$ cat src/hw/pulse_ctrl_defines.svh
// Offsets, field positions, reset values and timing defaults of the pulse generation control block.
// Included by the package and the design; holds definitions only.
`ifndef PULSE_CTRL_DEFINES_SVH
`define PULSE_CTRL_DEFINES_SVH

`define ADDR_W 12
`define OFS_CTRL 12'h100
`define OFS_STATUS 12'h104
`define OFS_WIDTH 12'h108
`define OFS_PERIOD 12'h10C
`define OFS_IRQ_STATUS 12'h110
`define OFS_IRQ_MASK 12'h114
`define OFS_DELAY_B 12'h118

`define BIT_SYNC_EN 0
`define BIT_A_EN 1
`define BIT_B_EN 2
`define BIT_A_ACK 4
`define BIT_A_CYC 5
`define BIT_B_ACK 6
`define BIT_B_CYC 7
`define BIT_B_IND 8
`define CTRL_WMASK 32'h0000_01F7
`define CTRL_RESET 32'h0000_0000

`define IRQ_A_START 0
`define IRQ_B_START 1
`define IRQ_A_END 2
`define IRQ_B_END 3
`define IRQ_W 4

`define WIDTH_RESET 32'h0000_0010
`define PERIOD_RESET 32'h0000_0100
`define DELAY_RESET 32'h0000_0000

`endif

$ cat src/hw/pulse_ctrl_pkg.sv
// Types shared by the pulse generation control block.
// Assumes pulse_ctrl_defines.svh sits on the include path.
`include "pulse_ctrl_defines.svh"

package pulse_ctrl_pkg;

  typedef struct packed {
    logic [`ADDR_W-1:0] addr;
    logic [31:0] wdata;
    logic wr;
    logic rd;
  } bus_req_t;

  typedef enum logic [3:0] {
    CH_IDLE = 4'h1,
    CH_WAIT = 4'h2,
    CH_HIGH = 4'h4,
    CH_HOLD = 4'h8
  } ch_state_t;

endpackage : pulse_ctrl_pkg

$ cat src/hw/pulse_ctrl.sv
// Two synchronisation pulse outputs with single-shot or cyclic modes and hold-until-acknowledge.
// Assumes a register master on SYS_CLK with one-cycle strobes and read data one cycle later.
//
// Implementation choice: strobed register access.
`timescale 1ns/1ns
`include "pulse_ctrl_defines.svh"

////////////////////////////////////////////////////////////////////////////////
// Behaviour
// - Bit 8 set: output b runs on its own timing; clear: b follows a.
// - Bit 7 picks single pulse or cyclic repetition for output b.
// - Bit 5 picks single pulse or cyclic repetition for output a.
// - Acknowledge bit clear (6 b, 4 a): output drops when width has elapsed.
// - Acknowledge bit set: output held until software reads status flag, which clears.
// - Writable control bits reset to 0; bits 31..9 and 3 read zero, ignore writes.
module pulse_ctrl
  import pulse_ctrl_pkg::*;
#(
  parameter int CNT_W = 32
) (
  input wire logic SYS_CLK,
  input wire logic RST_B,
  input wire logic [`ADDR_W-1:0] ADDR,
  input wire logic [31:0] WDATA,
  input wire logic WR,
  input wire logic RD,
  output logic [31:0] RDATA,
  output logic PULSE_OUT_A,
  output logic PULSE_OUT_B,
  output logic IRQ
);

  initial begin
    if (CNT_W < 2 || CNT_W > 32) $error("CNT_W must be 2..32");
  end

  bus_req_t req;
  assign req = '{addr: ADDR, wdata: WDATA, wr: WR, rd: RD};

  ////////////////////////////////////////////////////////////////////////////////
  // Registers
  logic [31:0] ctrl_q;
  logic [CNT_W-1:0] width_q, period_q, delay_b_q;
  logic [`IRQ_W-1:0] irq_stat_q, irq_mask_q;
  logic [1:0] flag_q;
  logic [31:0] rdata_q;

  wire sync_en = ctrl_q[`BIT_SYNC_EN];
  wire b_ind = ctrl_q[`BIT_B_IND];
  wire [1:0] ch_en = {ctrl_q[`BIT_B_EN], ctrl_q[`BIT_A_EN]} & {2{sync_en}};
  wire [1:0] ch_cyc = {ctrl_q[`BIT_B_CYC], ctrl_q[`BIT_A_CYC]};
  wire [1:0] ch_ack = {ctrl_q[`BIT_B_ACK], ctrl_q[`BIT_A_ACK]};
  wire status_rd = req.rd && req.addr == `OFS_STATUS;

  always_ff @(posedge SYS_CLK) begin
    if (!RST_B) begin
      ctrl_q <= `CTRL_RESET;
    end else if (req.wr && req.addr == `OFS_CTRL) begin
      ctrl_q <= req.wdata & `CTRL_WMASK;
    end
  end

  always_ff @(posedge SYS_CLK) begin
    if (!RST_B) begin
      width_q <= CNT_W'(`WIDTH_RESET);
      period_q <= CNT_W'(`PERIOD_RESET);
      delay_b_q <= CNT_W'(`DELAY_RESET);
    end else if (req.wr) begin
      if (req.addr == `OFS_WIDTH) width_q <= req.wdata[CNT_W-1:0];
      if (req.addr == `OFS_PERIOD) period_q <= req.wdata[CNT_W-1:0];
      if (req.addr == `OFS_DELAY_B) delay_b_q <= req.wdata[CNT_W-1:0];
    end
  end

  always_ff @(posedge SYS_CLK) begin
    if (!RST_B) begin
      irq_mask_q <= '0;
    end else if (req.wr && req.addr == `OFS_IRQ_MASK) begin
      irq_mask_q <= req.wdata[`IRQ_W-1:0];
    end
  end

  ////////////////////////////////////////////////////////////////////////////////
  // Pulse channels: index 0 is output a, 1 is output b
  ch_state_t st_q [2];
  logic [CNT_W-1:0] cnt_q [2];
  logic [1:0] out_q, start_ev;
  logic [1:0] ch_go;
  // Pulse kept up past its width, waiting for the status read
  logic [1:0] held_high;

  // Dependent b starts with a; independent b starts after its own delay
  assign ch_go[0] = ch_en[0];
  assign ch_go[1] = ch_en[1] && (b_ind || st_q[0] != CH_IDLE || ch_en[0]);

  genvar g;
  generate
    for (g = 0; g < 2; g++) begin : g_ch
      logic [CNT_W-1:0] lead;
      logic width_done, period_done;
      assign lead = (g == 1 && b_ind) ? delay_b_q : '0;
      assign width_done = cnt_q[g] >= width_q - CNT_W'(1);
      assign period_done = cnt_q[g] >= period_q - CNT_W'(1);
      assign start_ev[g] = (st_q[g] == CH_WAIT) && cnt_q[g] >= lead;
      assign held_high[g] = out_q[g] && ch_ack[g] &&
        ((st_q[g] == CH_HIGH && width_done) || st_q[g] == CH_HOLD);

      always_ff @(posedge SYS_CLK) begin
        if (!RST_B) begin
          st_q[g] <= CH_IDLE;
          cnt_q[g] <= '0;
          out_q[g] <= 1'b0;
        end else if (!ch_go[g]) begin
          st_q[g] <= CH_IDLE;
          cnt_q[g] <= '0;
          out_q[g] <= 1'b0;
        end else begin
          unique case (st_q[g])
            CH_IDLE: begin
              st_q[g] <= CH_WAIT;
              cnt_q[g] <= '0;
            end
            CH_WAIT: begin
              cnt_q[g] <= cnt_q[g] + CNT_W'(1);
              if (start_ev[g]) begin
                st_q[g] <= CH_HIGH;
                cnt_q[g] <= '0;
                out_q[g] <= 1'b1;
              end
            end
            CH_HIGH: begin
              if (!period_done) cnt_q[g] <= cnt_q[g] + CNT_W'(1);
              if (width_done && !ch_ack[g]) begin
                out_q[g] <= 1'b0;
                st_q[g] <= CH_HOLD;
              end else if (width_done && ch_ack[g] && status_rd) begin
                out_q[g] <= 1'b0;
                st_q[g] <= CH_HOLD;
              end
            end
            CH_HOLD: begin
              // Low phase runs out the period; a held pulse stays up until the status read
              if (!period_done) cnt_q[g] <= cnt_q[g] + CNT_W'(1);
              if (status_rd) out_q[g] <= 1'b0;
              if (period_done && (!out_q[g] || status_rd)) begin
                if (ch_cyc[g]) begin
                  st_q[g] <= CH_HIGH;
                  cnt_q[g] <= '0;
                  out_q[g] <= 1'b1;
                end
              end
            end
            default: begin
              st_q[g] <= CH_IDLE;
            end
          endcase
        end
      end
    end
  endgenerate

  // Status flag: set when a pulse starts, cleared by reading it; a new start wins over the read
  always_ff @(posedge SYS_CLK) begin
    if (!RST_B) begin
      flag_q <= '0;
    end else begin
      for (int i = 0; i < 2; i++) begin
        if (start_ev[i] || (st_q[i] == CH_HOLD && ch_cyc[i] && !out_q[i] && cnt_q[i] >= period_q - CNT_W'(1))) begin
          flag_q[i] <= 1'b1;
        end else if (status_rd) begin
          flag_q[i] <= 1'b0;
        end
      end
    end
  end

  assign PULSE_OUT_A = out_q[0];
  assign PULSE_OUT_B = out_q[1];

  ////////////////////////////////////////////////////////////////////////////////
  // Interrupts
  logic [1:0] rise, fall;
  logic [1:0] out_d1_q;
  always_ff @(posedge SYS_CLK) begin
    if (!RST_B) out_d1_q <= '0;
    else out_d1_q <= out_q;
  end
  assign rise = out_q & ~out_d1_q;
  assign fall = ~out_q & out_d1_q;

  wire [`IRQ_W-1:0] irq_set = {fall[1], fall[0], rise[1], rise[0]};
  always_ff @(posedge SYS_CLK) begin
    if (!RST_B) begin
      irq_stat_q <= '0;
    end else begin
      logic [`IRQ_W-1:0] clr;
      clr = (req.wr && req.addr == `OFS_IRQ_STATUS) ? req.wdata[`IRQ_W-1:0] : '0;
      // Set wins so an event in the clearing cycle is kept
      irq_stat_q <= (irq_stat_q & ~clr) | irq_set;
    end
  end
  assign IRQ = |(irq_stat_q & irq_mask_q);

  ////////////////////////////////////////////////////////////////////////////////
  // Read data, one cycle after the strobe; unmapped addresses read zero
  always_ff @(posedge SYS_CLK) begin
    if (!RST_B) begin
      rdata_q <= '0;
    end else if (req.rd) begin
      unique case (req.addr)
        `OFS_CTRL: rdata_q <= ctrl_q & `CTRL_WMASK;
        `OFS_STATUS: rdata_q <= {28'h0, held_high, flag_q};
        `OFS_WIDTH: rdata_q <= 32'(width_q);
        `OFS_PERIOD: rdata_q <= 32'(period_q);
        `OFS_IRQ_STATUS: rdata_q <= 32'(irq_stat_q);
        `OFS_IRQ_MASK: rdata_q <= 32'(irq_mask_q);
        `OFS_DELAY_B: rdata_q <= 32'(delay_b_q);
        default: rdata_q <= 32'h0000_0000;
      endcase
    end else begin
      rdata_q <= 32'h0000_0000;
    end
  end
  assign RDATA = rdata_q;

  ////////////////////////////////////////////////////////////////////////////////
  // Checks
  a_reserved_zero: assert property (@(posedge SYS_CLK) disable iff (!RST_B)
    1'b1 |-> (ctrl_q & ~`CTRL_WMASK) == 32'h0) else $error("reserved control bits set");
  a_gate_a_off: assert property (@(posedge SYS_CLK) disable iff (!RST_B)
    !(sync_en && ctrl_q[`BIT_A_EN]) |=> !PULSE_OUT_A) else $error("a pulses while disabled");
  a_gate_b_off: assert property (@(posedge SYS_CLK) disable iff (!RST_B)
    !(sync_en && ctrl_q[`BIT_B_EN]) |=> !PULSE_OUT_B) else $error("b pulses while disabled");
  a_width_drop_a: assert property (@(posedge SYS_CLK) disable iff (!RST_B)
    (st_q[0] == CH_HIGH && cnt_q[0] >= width_q - CNT_W'(1) && !ch_ack[0] && ch_go[0]) |=> !PULSE_OUT_A)
    else $error("a not dropped at width");
  a_width_drop_b: assert property (@(posedge SYS_CLK) disable iff (!RST_B)
    (st_q[1] == CH_HIGH && cnt_q[1] >= width_q - CNT_W'(1) && !ch_ack[1] && ch_go[1]) |=> !PULSE_OUT_B)
    else $error("b not dropped at width");
  a_hold_until_read: assert property (@(posedge SYS_CLK) disable iff (!RST_B)
    (held_high[0] && !status_rd && ch_go[0]) |=> PULSE_OUT_A) else $error("held a released early");
  a_read_clears: assert property (@(posedge SYS_CLK) disable iff (!RST_B)
    (status_rd && held_high[0]) |=> !PULSE_OUT_A) else $error("status read did not release a");
  a_single_shot_a: assert property (@(posedge SYS_CLK) disable iff (!RST_B)
    (st_q[0] == CH_HOLD && !ch_cyc[0] && !out_q[0] && ch_go[0]) |=> !PULSE_OUT_A)
    else $error("single shot a repeated");
  a_single_shot_b: assert property (@(posedge SYS_CLK) disable iff (!RST_B)
    (st_q[1] == CH_HOLD && !ch_cyc[1] && !out_q[1] && ch_go[1]) |=> !PULSE_OUT_B)
    else $error("single shot b repeated");
  a_dependent_b: assert property (@(posedge SYS_CLK) disable iff (!RST_B)
    (!b_ind && st_q[1] == CH_IDLE && !ch_go[1]) |=> !PULSE_OUT_B) else $error("idle b pulsed");

endmodule : pulse_ctrl

$ cat config.mk
export PLATFORM = sky130hd
export DESIGN_NAME = pulse_ctrl
export DESIGN_NICKNAME = d
export VERILOG_FILES = /design/src/hw/pulse_ctrl_pkg.sv /design/src/hw/pulse_ctrl.sv
export VERILOG_INCLUDE_DIRS = /design/src /design/src/hw
export SDC_FILE = /design/constraint.sdc
export NUM_CORES = 1
export LEC_CHECK = 0
export CORE_MARGIN = 4
export CORE_UTILIZATION = 30
export CTS_CLUSTER_DIAMETER = 150
export DETAILED_ROUTE_END_ITERATION = 8
export DONT_BUFFER_PORTS = 1
export PLACE_DENSITY_LB_ADDON = 0.2
export SETUP_SLACK_MARGIN = 0.05
export SKIP_LAST_GASP = 1
export SLEW_MARGIN = 5
export SYNTH_ARGS = -nofsm -noshare
export SYNTH_HDL_FRONTEND = slang
export SYNTH_SLANG_ARGS = --single-unit
$ cat constraint.sdc
create_clock -name SYS_CLK -period 5.8 [get_ports SYS_CLK]
set_clock_uncertainty 0.05 [all_clocks]
set_input_delay 0.29 -clock SYS_CLK [delete_from_list [all_inputs] [get_ports SYS_CLK]]
set_output_delay 0.29 -clock SYS_CLK [all_outputs]
set_load 0.05 [all_outputs]
# Word level (Yosys, flattened, before mapping)
# Memory sizes are Yosys's and may differ from the RTL's.
# Index checks and enable logic that the tools add are counted.
# totals
memories	2
ram_bits	72
inputBits	48
reg_bits	150
wordCells	276
# op_classes
n_eq_ne	20
n_bitwise	37
n_mux	141
n_reduce_logical	54
order_cmp	6
addsub	4
# memory_table
name	words	word_bits	rd	rd_ports_with_merged_regs	wr	line	text
cnt_q	2	32	2	0	2	pulse_ctrl.sv:86	logic [CNT_W-1:0] cnt_q [2];
st_q	2	4	2	0	2	pulse_ctrl.sv:85	ch_state_t st_q [2];
# op_table
op	n
two-way mux 32 bit	15
case mux 32 bit (7 select lines)	1
>= comparator 32 bit	5
two-way mux 1 bit	108
== test 12 x 9 -> 1 bit (second input constant)	7
adder 32 x 1 -> 32 bit (second input constant)	2
subtractor 32 x 1 -> 32 bit (second input constant)	2
two-way mux 4 bit	15
>= comparator 32 x 1 -> 1 bit (second input constant)	1
OR 1 bit	28
logical AND 1 bit	27
AND reduction 2 bit	6
OR reduction 4 bit	3
bitwise AND 4 bit	2
== test 4 x 1 -> 1 bit (second input constant)	2
== test 4 x 2 -> 1 bit (second input constant)	2
== test 4 x 3 -> 1 bit (second input constant)	2
== test 4 bit (second input constant)	2
logical OR 1 bit	8
bitwise AND 2 bit	3
inequality test 3 x 1 -> 1 bit (second input constant)	2
case mux 1 bit (3 select lines)	2
AND reduction 3 bit	2
nonzero test 3 bit	2
other kinds (7)	13

# Logic depth before layout (Yosys ltp)
# Gate-level depths: netlist (run 1).
# An unclocked memory read counts as a cell.
# logic_depth
depth_word	15
mapped_depth	17
depth_no_buf	17

# Worst setup path after synthesis (run 1)
# Ideal clock, no wire load.
# synth_path
path_type	register to register
from	register period_q[6]
to	memory cnt_q[0][0], enable pin
path_stages_with_launch	17
path_buffers	0
t_arrival_ns	5.806
setup_time_ns	0.433
slack_ns	-0.490
synth_period_minus_slack_ns	6.290
t_required_ns	5.317
path_cell_list	dfxtp_1 > or4_4 > or3_4 > or4_4 > or4_4 > or2_2 > nor3_4 > nand2_1 > xor2_1 > ha_1 > a21o_1 > a21o_1 > a21oi_1 > nor2_1 > a211oi_1 > nand2_1 > o2111ai_1
# synth_rtl
item	line	text
start: declaration	pulse_ctrl.sv:43	logic [CNT_W-1:0] width_q, period_q, delay_b_q;
start signal: assignment	pulse_ctrl.sv:66	period_q <= CNT_W'(`PERIOD_RESET);
start signal: assignment	pulse_ctrl.sv:70	if (req.addr == `OFS_PERIOD) period_q <= req.wdata[CNT_W-1:0];
end: declaration	pulse_ctrl.sv:86	

==> run summary, run 1 <==
### Power and ir drop
• **PwrDens** 203 nW/um^2
• **peak supply drop** 0.207 mV
• **Static Leakage** 6.17 nW

### Placement
• **number of port buffers** 0
• **half-perimeter wire length of the detailed placement result** 36,000 um
• **final weighted congestion in routability-driven placement** 0.878
• **Cell Area, Placed** 14,900 um^2

### Setup path
• **number of cell instances on the worst register-to-register path** 18
• **CP Launch Type** register
• **critical path class** register to register
• **endpoint class of the critical path** register
• **Worst Path Arrival** 5.68 ns
• **critical-path maximum fanout** 7
• **reg2reg start** period_q[6]
• **Crit path required time** 6.02 ns
• **Worst Setup SP** period_q[6]
• **internal reg-to-reg setup slack** 0.34 ns

### Cells and area
• **top library cells by usage in the layout, fill and taps aside** sky130_fd_sc_hd__nand2_1 (304), sky130_fd_sc_hd__nor2_1 (186), sky130_fd_sc_hd__ha_1 (160), sky130_fd_sc_hd__dfxtp_1 (149), sky130_fd_sc_hd__a21oi_1 (145)
• **fraction of layout cells with a size suffix above 1** 0.0539
• **multi-input logic area** 8770 um^2
• **most frequent standard cell in the layout excluding fill and tap cells** sky130_fd_sc_hd__nand2_1
• **final cell area excluding filler cells** 16,200 um^2
• **flip-flop and latch area** 5170 um^2
• **final core area utilization** 0.346
• **Layout area overhead** 13.8%
• **total number of nets in the final design** 1,878
• **fill count** 4,847

### Worst hold path
• **Hold WC Path Type** input pin to register
• **HP Start** ADDR[4]
• **hold depth** 3

### Drt
• **Vias per Instance** 5.42
• **Total Wirelength** 47,700 um
• **detailed-routing iteration count for the pre-antenna-repair pass** 8
• **Routed Antenna Nets** 0
• **drt drc** 0
• **via total after detailed routing** 12.4k
• **number of design-rule violations left by the first detailed-router iteration** 1,086
• **detailed-route wire length per cell** 20.8 um

### Synthesis
• **Synth Warn #** 0
• **number of enable flip-flop cells after synthesis** 72
• **syn_area_per_cell** 8.57 um^2
• **synthesized cell area** 14,200 um^2
• **flops & latches, synth** 222
• **share of the synthesized area in the top cell type** 0.212
• **Post-Synthesis Cells** 1,657
• **largest cells by area after synthesis** sky130_fd_sc_hd__dfxtp_1 (21%), sky130_fd_sc_hd__edfxtp_1 (15%), sky130_fd_sc_hd__ha_1 (14%)
• **register area share after synthesis** 0.364
• **share of async-settable or async-resettable flops after synthesis** 0
• **count of distinct cell types in the synthesized netlist** 71
• **leading area contributor after synthesis** sky130_fd_sc_hd__dfxtp_1
• **net count of the mapped netlist** 1,865
• **Main synth FF type** sky130_fd_sc_hd__dfxtp_1

### Clock network
• **number of buffers between clock root and the deepest sink** 3
• **worst skew pair latency** 0.55 ns
• **clock-pin slew reported for the worst setup and hold paths after clock tree synthesis** 0.06 ns
• **CTS tree** done
• **number of sinks on the clock net** 222
• **CTS H-tree depth** 1
• **number of buffers added by the clock tree synthesis step** 26
• **Root Buffer Master** sky130_fd_sc_hd__clkbuf_16

### Floorplan
• **initial core utilization** 0.304
• **Die Area** 50,900 um^2
• **width of the chip** 226 um
• **Placement Rows** 79
• **Vert. Die Dim** 226 um
• **Top-Level Pins** 83
• **core region area** 46,700 um^2

### STA
• **share of the clock period used by the worst path** 0.942
• **final hold violations** 0
• **normalized max-slew margin** 0.325
• **final max-slew violation count** 0
• **number of setup violations in the final report** 0
• **measured slew at the worst slew-check pin** 0.998 ns
• **Max Freq** 0.183 GHz
• **setup TNS** 0 ns
• **RSZ-0062 raised after global routing** false
• **final critical path time including I/O delays and setup** 5.46 ns
• **hold slack final** 0.0186 ns

### Global routing
• **global route overflow** 0
• **number of global-route vias before repair** 11.8k
• **global-route wire length before repair** 72,800 um
• **global-route usage over all layers** 0.183
• **antenna violations before repair** 2
• **pin count of the biggest net entering global routing** 60

### Job
• **Max-Cap Viols** 0

### Run status
• **result of the run** complete, no violations

==> sequential cells by signal, indices dropped and copies added, names as in the netlist, 2 cells and up <==
| register | count |
|---|---|
| irq_mask_q | 4 |
| flag_q | 2 |
| st_q | 8 |
| RDATA | 32 |
| ctrl_q | 8 |
| delay_b_q | 32 |
| width_q | 32 |
| out_d1_q | 2 |
| period_q | 32 |
| irq_stat_q | 4 |
| cnt_q | 64 |
==> Yosys cell counts (all sizes together) (23+ instances only) <==
cell      n
nand2   306
nor2    188
ha      160
nor3     28
a21o     30
nand4    32
clkbuf   68
nand3    44
xor2     59
xnor2    64
dfxtp   150
edfxtp   72
and3     23
a222oi   31
a21oi   145
o21ai    38
==> cell families after synthesis <==
logic type / synth area share
simple gates: 0.237
buf+inv: 0.0229
compound gates: 0.143
xor+xnor: 0.0775
fa+ha+maj: 0.141
mux: 0.0147
flops: 0.364
==> area by class of cell <==
cell class,instances,area share
clock inverter,9,0.00480
tap,607,0.0470
multi-input combinational,1349,0.543
sequential,222,0.320
antenna,2,0.000310
timing repair buffer,57,0.0341
inverter,14,0.00333
clock buffer,37,0.0476
==> through the flow <==
| stage | cells | power, mW | setup WS [ns] |
|---|---|---|---|
| global placement | 2210 | 1.65 | 0.379 |
| floorplan | 1657 | 1.65 | 0.0561 |
| finish | 2297 | 3.28 | 0.337 |
| detailed placement | 2210 | 1.65 | 0.305 |
| global route | 2296 | 3.39 | 0.0791 |
| CTS | 2294 | 3.32 | 0.300 |
==> layer usage <==
layer | share of wire | vias to the layer above | GRT usage
met1 | 0.48 | 5989 | 0.271
met4 | 0.023 | 0 | 0.0429
met2 | 0.44 | 376 | 0.284
met5 | 0 | - | 0
met3 | 0.059 | 59 | 0.0240
li1 | - | 6019 | -
==> critical path, cell delays in order, from the launching register on <==
cell and delay, ns:
sky130_fd_sc_hd__dfxtp_2 0.36, sky130_fd_sc_hd__or4_4 0.55, sky130_fd_sc_hd__or3_4 0.36, sky130_fd_sc_hd__or4_4 0.46, sky130_fd_sc_hd__or4_4 0.46, sky130_fd_sc_hd__or2_4 0.28
sky130_fd_sc_hd__nor3_4 0.24, sky130_fd_sc_hd__nand2_1 0.10, sky130_fd_sc_hd__xor2_1 0.20, sky130_fd_sc_hd__ha_1 0.28, sky130_fd_sc_hd__a21o_1 0.16, sky130_fd_sc_hd__a21o_1 0.17
sky130_fd_sc_hd__a21oi_1 0.15, sky130_fd_sc_hd__nor2_1 0.06, sky130_fd_sc_hd__a211oi_1 0.22, sky130_fd_sc_hd__buf_4 0.17, sky130_fd_sc_hd__nand2_1 0.14, sky130_fd_sc_hd__nand4_1 0.22
sky130_fd_sc_hd__or4b_1 0.55
==> what timing repair did <==
| item | 4_1_cts | 5_1_grt |
|---|---|---|
| setup endpoints to repair | 0 | 4 |
| setup buffers | 0 | 0 |
| hold endpoints to repair | 117 | 1 |
| hold buffers | 38 | 1 |
| gates resized for setup | 0 | 1 |
==> final timing paths <==
kind                    to
max             st_q[0][3]
min reg2reg  delay_b_q[26]
min               RDATA[3]
max reg2reg     st_q[0][3]
==> power by group <==
group	leakage (nW)	switching (mW)	internal [mW]
registers	2.09	0.000131	1.59
logic	3.66	0.0311	0.0222
clock network	0.417	0.668	0.964
total	6.17	0.699	2.58
Note: power is estimated with default switching activity, not from simulation.
==> inputs of run 2 (changes only) <==
--- a/config.mk
+++ b/config.mk
@@ -12,9 +12,9 @@
 export DETAILED_ROUTE_END_ITERATION = 8
 export DONT_BUFFER_PORTS = 1
 export PLACE_DENSITY_LB_ADDON = 0.2
+export REMOVE_ABC_BUFFERS = 1
 export SETUP_SLACK_MARGIN = 0.05
 export SKIP_LAST_GASP = 1
-export SLEW_MARGIN = 5
 export SYNTH_ARGS = -nofsm -noshare
 export SYNTH_HDL_FRONTEND = slang
 export SYNTH_SLANG_ARGS = --single-unit
==> run summary, run 2 (synthesis gave the netlist of run 1 again) <==
### Clock network
• **number of buffers between clock root and the deepest sink** 3, unchanged
• **worst skew pair latency** 0.57 ns, +0.02 ns
• **CTS H-tree depth** 1, unchanged
• **number of sinks on the clock net** 222, unchanged
• **CTS tree** done
• **Root Buffer Master** sky130_fd_sc_hd__clkbuf_16
• **number of buffers added by the clock tree synthesis step** 27, +3.8%
• **clock-pin slew reported for the worst setup and hold paths after clock tree synthesis** 0.06 ns, about the same

### Global routing
• **global-route wire length before repair** 75,600 um, +3.9%
• **pin count of the biggest net entering global routing** 68, +13%
• **antenna violations before repair** 2, unchanged
• **number of global-route vias before repair** 12.3k, +4.1%
• **global-route usage over all layers** 0.193, +0.00974
• **global route overflow** 0, unchanged

### Cells and area
• **top library cells by usage in the layout, fill and taps aside** sky130_fd_sc_hd__nand2_1 (305), sky130_fd_sc_hd__nor2_1 (186), sky130_fd_sc_hd__ha_1 (160), sky130_fd_sc_hd__dfxtp_1 (150), sky130_fd_sc_hd__a21oi_1 (145)
• **number of flip-flops under the largest register name** 64, unchanged
• **Layout area overhead** 15.2%
• **register containing the most flip-flops in the final layout** cnt_q
• **fraction of layout cells with a size suffix above 1** 0.0646, +0.0106
• **most frequent standard cell in the layout excluding fill and tap cells** sky130_fd_sc_hd__nand2_1
• **count of non-filler cells in the finished layout** 2,312, +0.65%
• **final cell area excluding filler cells** 16,300 um^2, +1.2%
• **total number of nets in the final design** 1,892, +0.75%

### Setup path
• **slowest stage cell on the critical path** sky130_fd_sc_hd__or4_4
• **critical-path maximum fanout** 5, -2
• **chain of cells forming the critical path** or4_4 > or3_4 > or4_4 > or4_4 > or2_2 > nor3_4 > nand2_1 > xor2_1 > ha_1 > a21o_1 > a21o_1 > a21oi_1 > nor2_1 > a211oi_2 > buf_4 > nand2_2 > nand4_1 > buf_4 > or4b_4
• **internal reg-to-reg setup slack** 0.26 ns, -0.07 ns
• **dominant cell type by count on the critical path** sky130_fd_sc_hd__or4_4
• **largest incremental delay on the critical path** 0.50 ns, -0.05 ns
• **number of cell instances on the worst register-to-register path** 19, +1
• **Worst Path Arrival** 5.78 ns, +0.10 ns
• **endpoint class of the critical path** register
• **CP Launch Type** register
• **Crit path required time** 6.05 ns, +0.03 ns
• **endpoint of the worst-slack reg-to-reg timing path** st_q[0][3]
• **critical path class** register to register
• **reg2reg start** period_q[8]

### Placement
• **number of port buffers** 0, unchanged
• **half-perimeter wire length of the detailed placement result** 36,700 um, +2.0%
• **final weighted congestion in routability-driven placement** 0.876, -0.27%
• **Cell Area, Placed** 14,900 um^2, +0.11%
• **Post-Place Setup Slack** -0.00819 ns, -0.313 ns
• **number of placed cells counting well taps** 2,220, +0.45%

### STA
• **number of setup violations in the final report** 0, unchanged
• **normalized max-slew margin** 0.318, -0.00669
• **share of the clock period used by the worst path** 0.955, +0.0126
• **Max Freq** 0.181 GHz, -1.3%
• **RSZ-0062 raised after global routing** true
• **Setup WS post-layout** 0.264 ns, -0.0733 ns
• **final hold violations** 0, unchanged
• **final max-slew violation count** 0, unchanged
• **measured slew at the worst slew-check pin** 1.01 ns, +0.00989 ns
• **final critical path time including I/O delays and setup** 5.54 ns, +0.0733 ns

### Floorplan
• **Vert. Die Dim** 226 um, unchanged
• **core region area** 46,700 um^2, unchanged
• **width of the chip** 226 um, unchanged
• **initial core utilization** 0.304, unchanged
• **Die Area** 50,900 um^2, unchanged
• **Placement Rows** 79, unchanged
• **Top-Level Pins** 83, unchanged

### Drt
• **Vias per Instance** 5.42, about the same
• **drt drc** 0, unchanged
• **met3 routed WL** 3310 um, +17%
• **Met1 Routed Length** 22,700 um, -1.2%
• **Total Wirelength** 50,100 um, +4.9%
• **Routed Antenna Nets** 0, unchanged
• **met2 WL** 22,400 um, +7.2%
• **detailed-route wire length per cell** 21.7 um, +4.2%
• **topmost layer with routed signal wires** met5
• **via total after detailed routing** 12.5k, +0.72%
• **detailed-routing iteration count for the pre-antenna-repair pass** 8, unchanged
• **number of design-rule violations left by the first detailed-router iteration** 1,032, -5.0%

### Power and ir drop
• **Static Leakage** 6.27 nW, +1.7%
• **PwrDens** 209 nW/um^2, +3.0%
• **peak supply drop** 0.198 mV, -4.4%

### Worst hold path
• **Worst Hold End** RDATA[5]
• **HP Start** ADDR[3]
• **Hold WC Path Type** input pin to register
• **hold depth** 3, unchanged

### Job
• **Max-Cap Viols** 0, unchanged

### Run status
• **result of the run** complete, no violations

## run 2: cell count changes in the layout (fill, tap and decap cells not counted), sizes merged
cell	before	now
buf	18	31
bufinv	1	0
clkbuf	37	45
clkinv	7	4
diode	2	1
dlygate4sd3	39	37
o2111ai	6	7
## run 2: area by class of cell
| class | count | area (um^2) |
|---|---|---|
| Clock inverter | 5 | 33.8 |
| Fill cell | 4816 | 30300 |
| Clock buffer | 44 | 905 |
| Inverter | 14 | 53.8 |
| Antenna cell | 1 | 2.50 |
| Multi-Input combinational cell | 1350 | 8790 |
| Timing Repair Buffer | 69 | 642 |
| Sequential cell | 222 | 5160 |
| Tap cell | 607 | 759 |
## run 2: per-stage QoR
step                      TNS [ns]  hold slack, ns  total power [mW]   util
after floorplan             -21.24           0.312              1.64      -
after global placement           0           0.318              1.65  0.320
after detailed placement    -0.169           0.321              1.65  0.320
after CTS                        0          0.0150              3.45  0.349
after global routing             0          0.0339              3.53  0.350
final                            0          0.0286              3.42  0.350
## run 2: critical path: cells and delay by family (launching register included)
kind / cells / cell delay (ns)
DFF: 1 / 0.35
buffers and inverters: 2 / 0.31
and+or+nand+nor: 11 / 3.31
AOI/OAI and AO/OA: 4 / 0.73
adders and majority gates: 1 / 0.28
xor gates and xnor gates: 1 / 0.21
## run 2: what timing repair did
item                       4_1_cts  5_1_grt
setup endpoints to repair       32       68
hold buffers                    37        0
setup buffers                    2        2
cloned                           1        0
pin swaps                        2        0
hold endpoints to repair       119        0
resized for setup                2        7
## run 2: report_power, final
group / switching (mW) / leakage (nW) / internal, mW
Clock: 0.707 / 0.466 / 1.06
Sequential: 0.000123 / 2.09 / 1.59
Combinational: 0.0336 / 3.72 / 0.0213
## run 2: worst max path at each step
stage / start / end / depth (start not counted)
finish: period_q[8] / st_q[0][3] / 19
floorplan: period_q[6] / cnt_q[0][0] / 16
CTS: period_q[6] / st_q[0][1] / 19
global placement: period_q[8] / cnt_q[0][16] / 17
global route: period_q[8] / st_q[0][1] / 19
detailed placement: period_q[6] / cnt_q[0][10] / 17
## run 2: per-layer routing
metal | global-route usage | vias to the layer above
li1 | - | 6049
met1 | 0.265 | 6017
met2 | 0.308 | 376
met3 | 0.0339 | 88
met4 | 0.0654 | 2
met5 | 0 | -
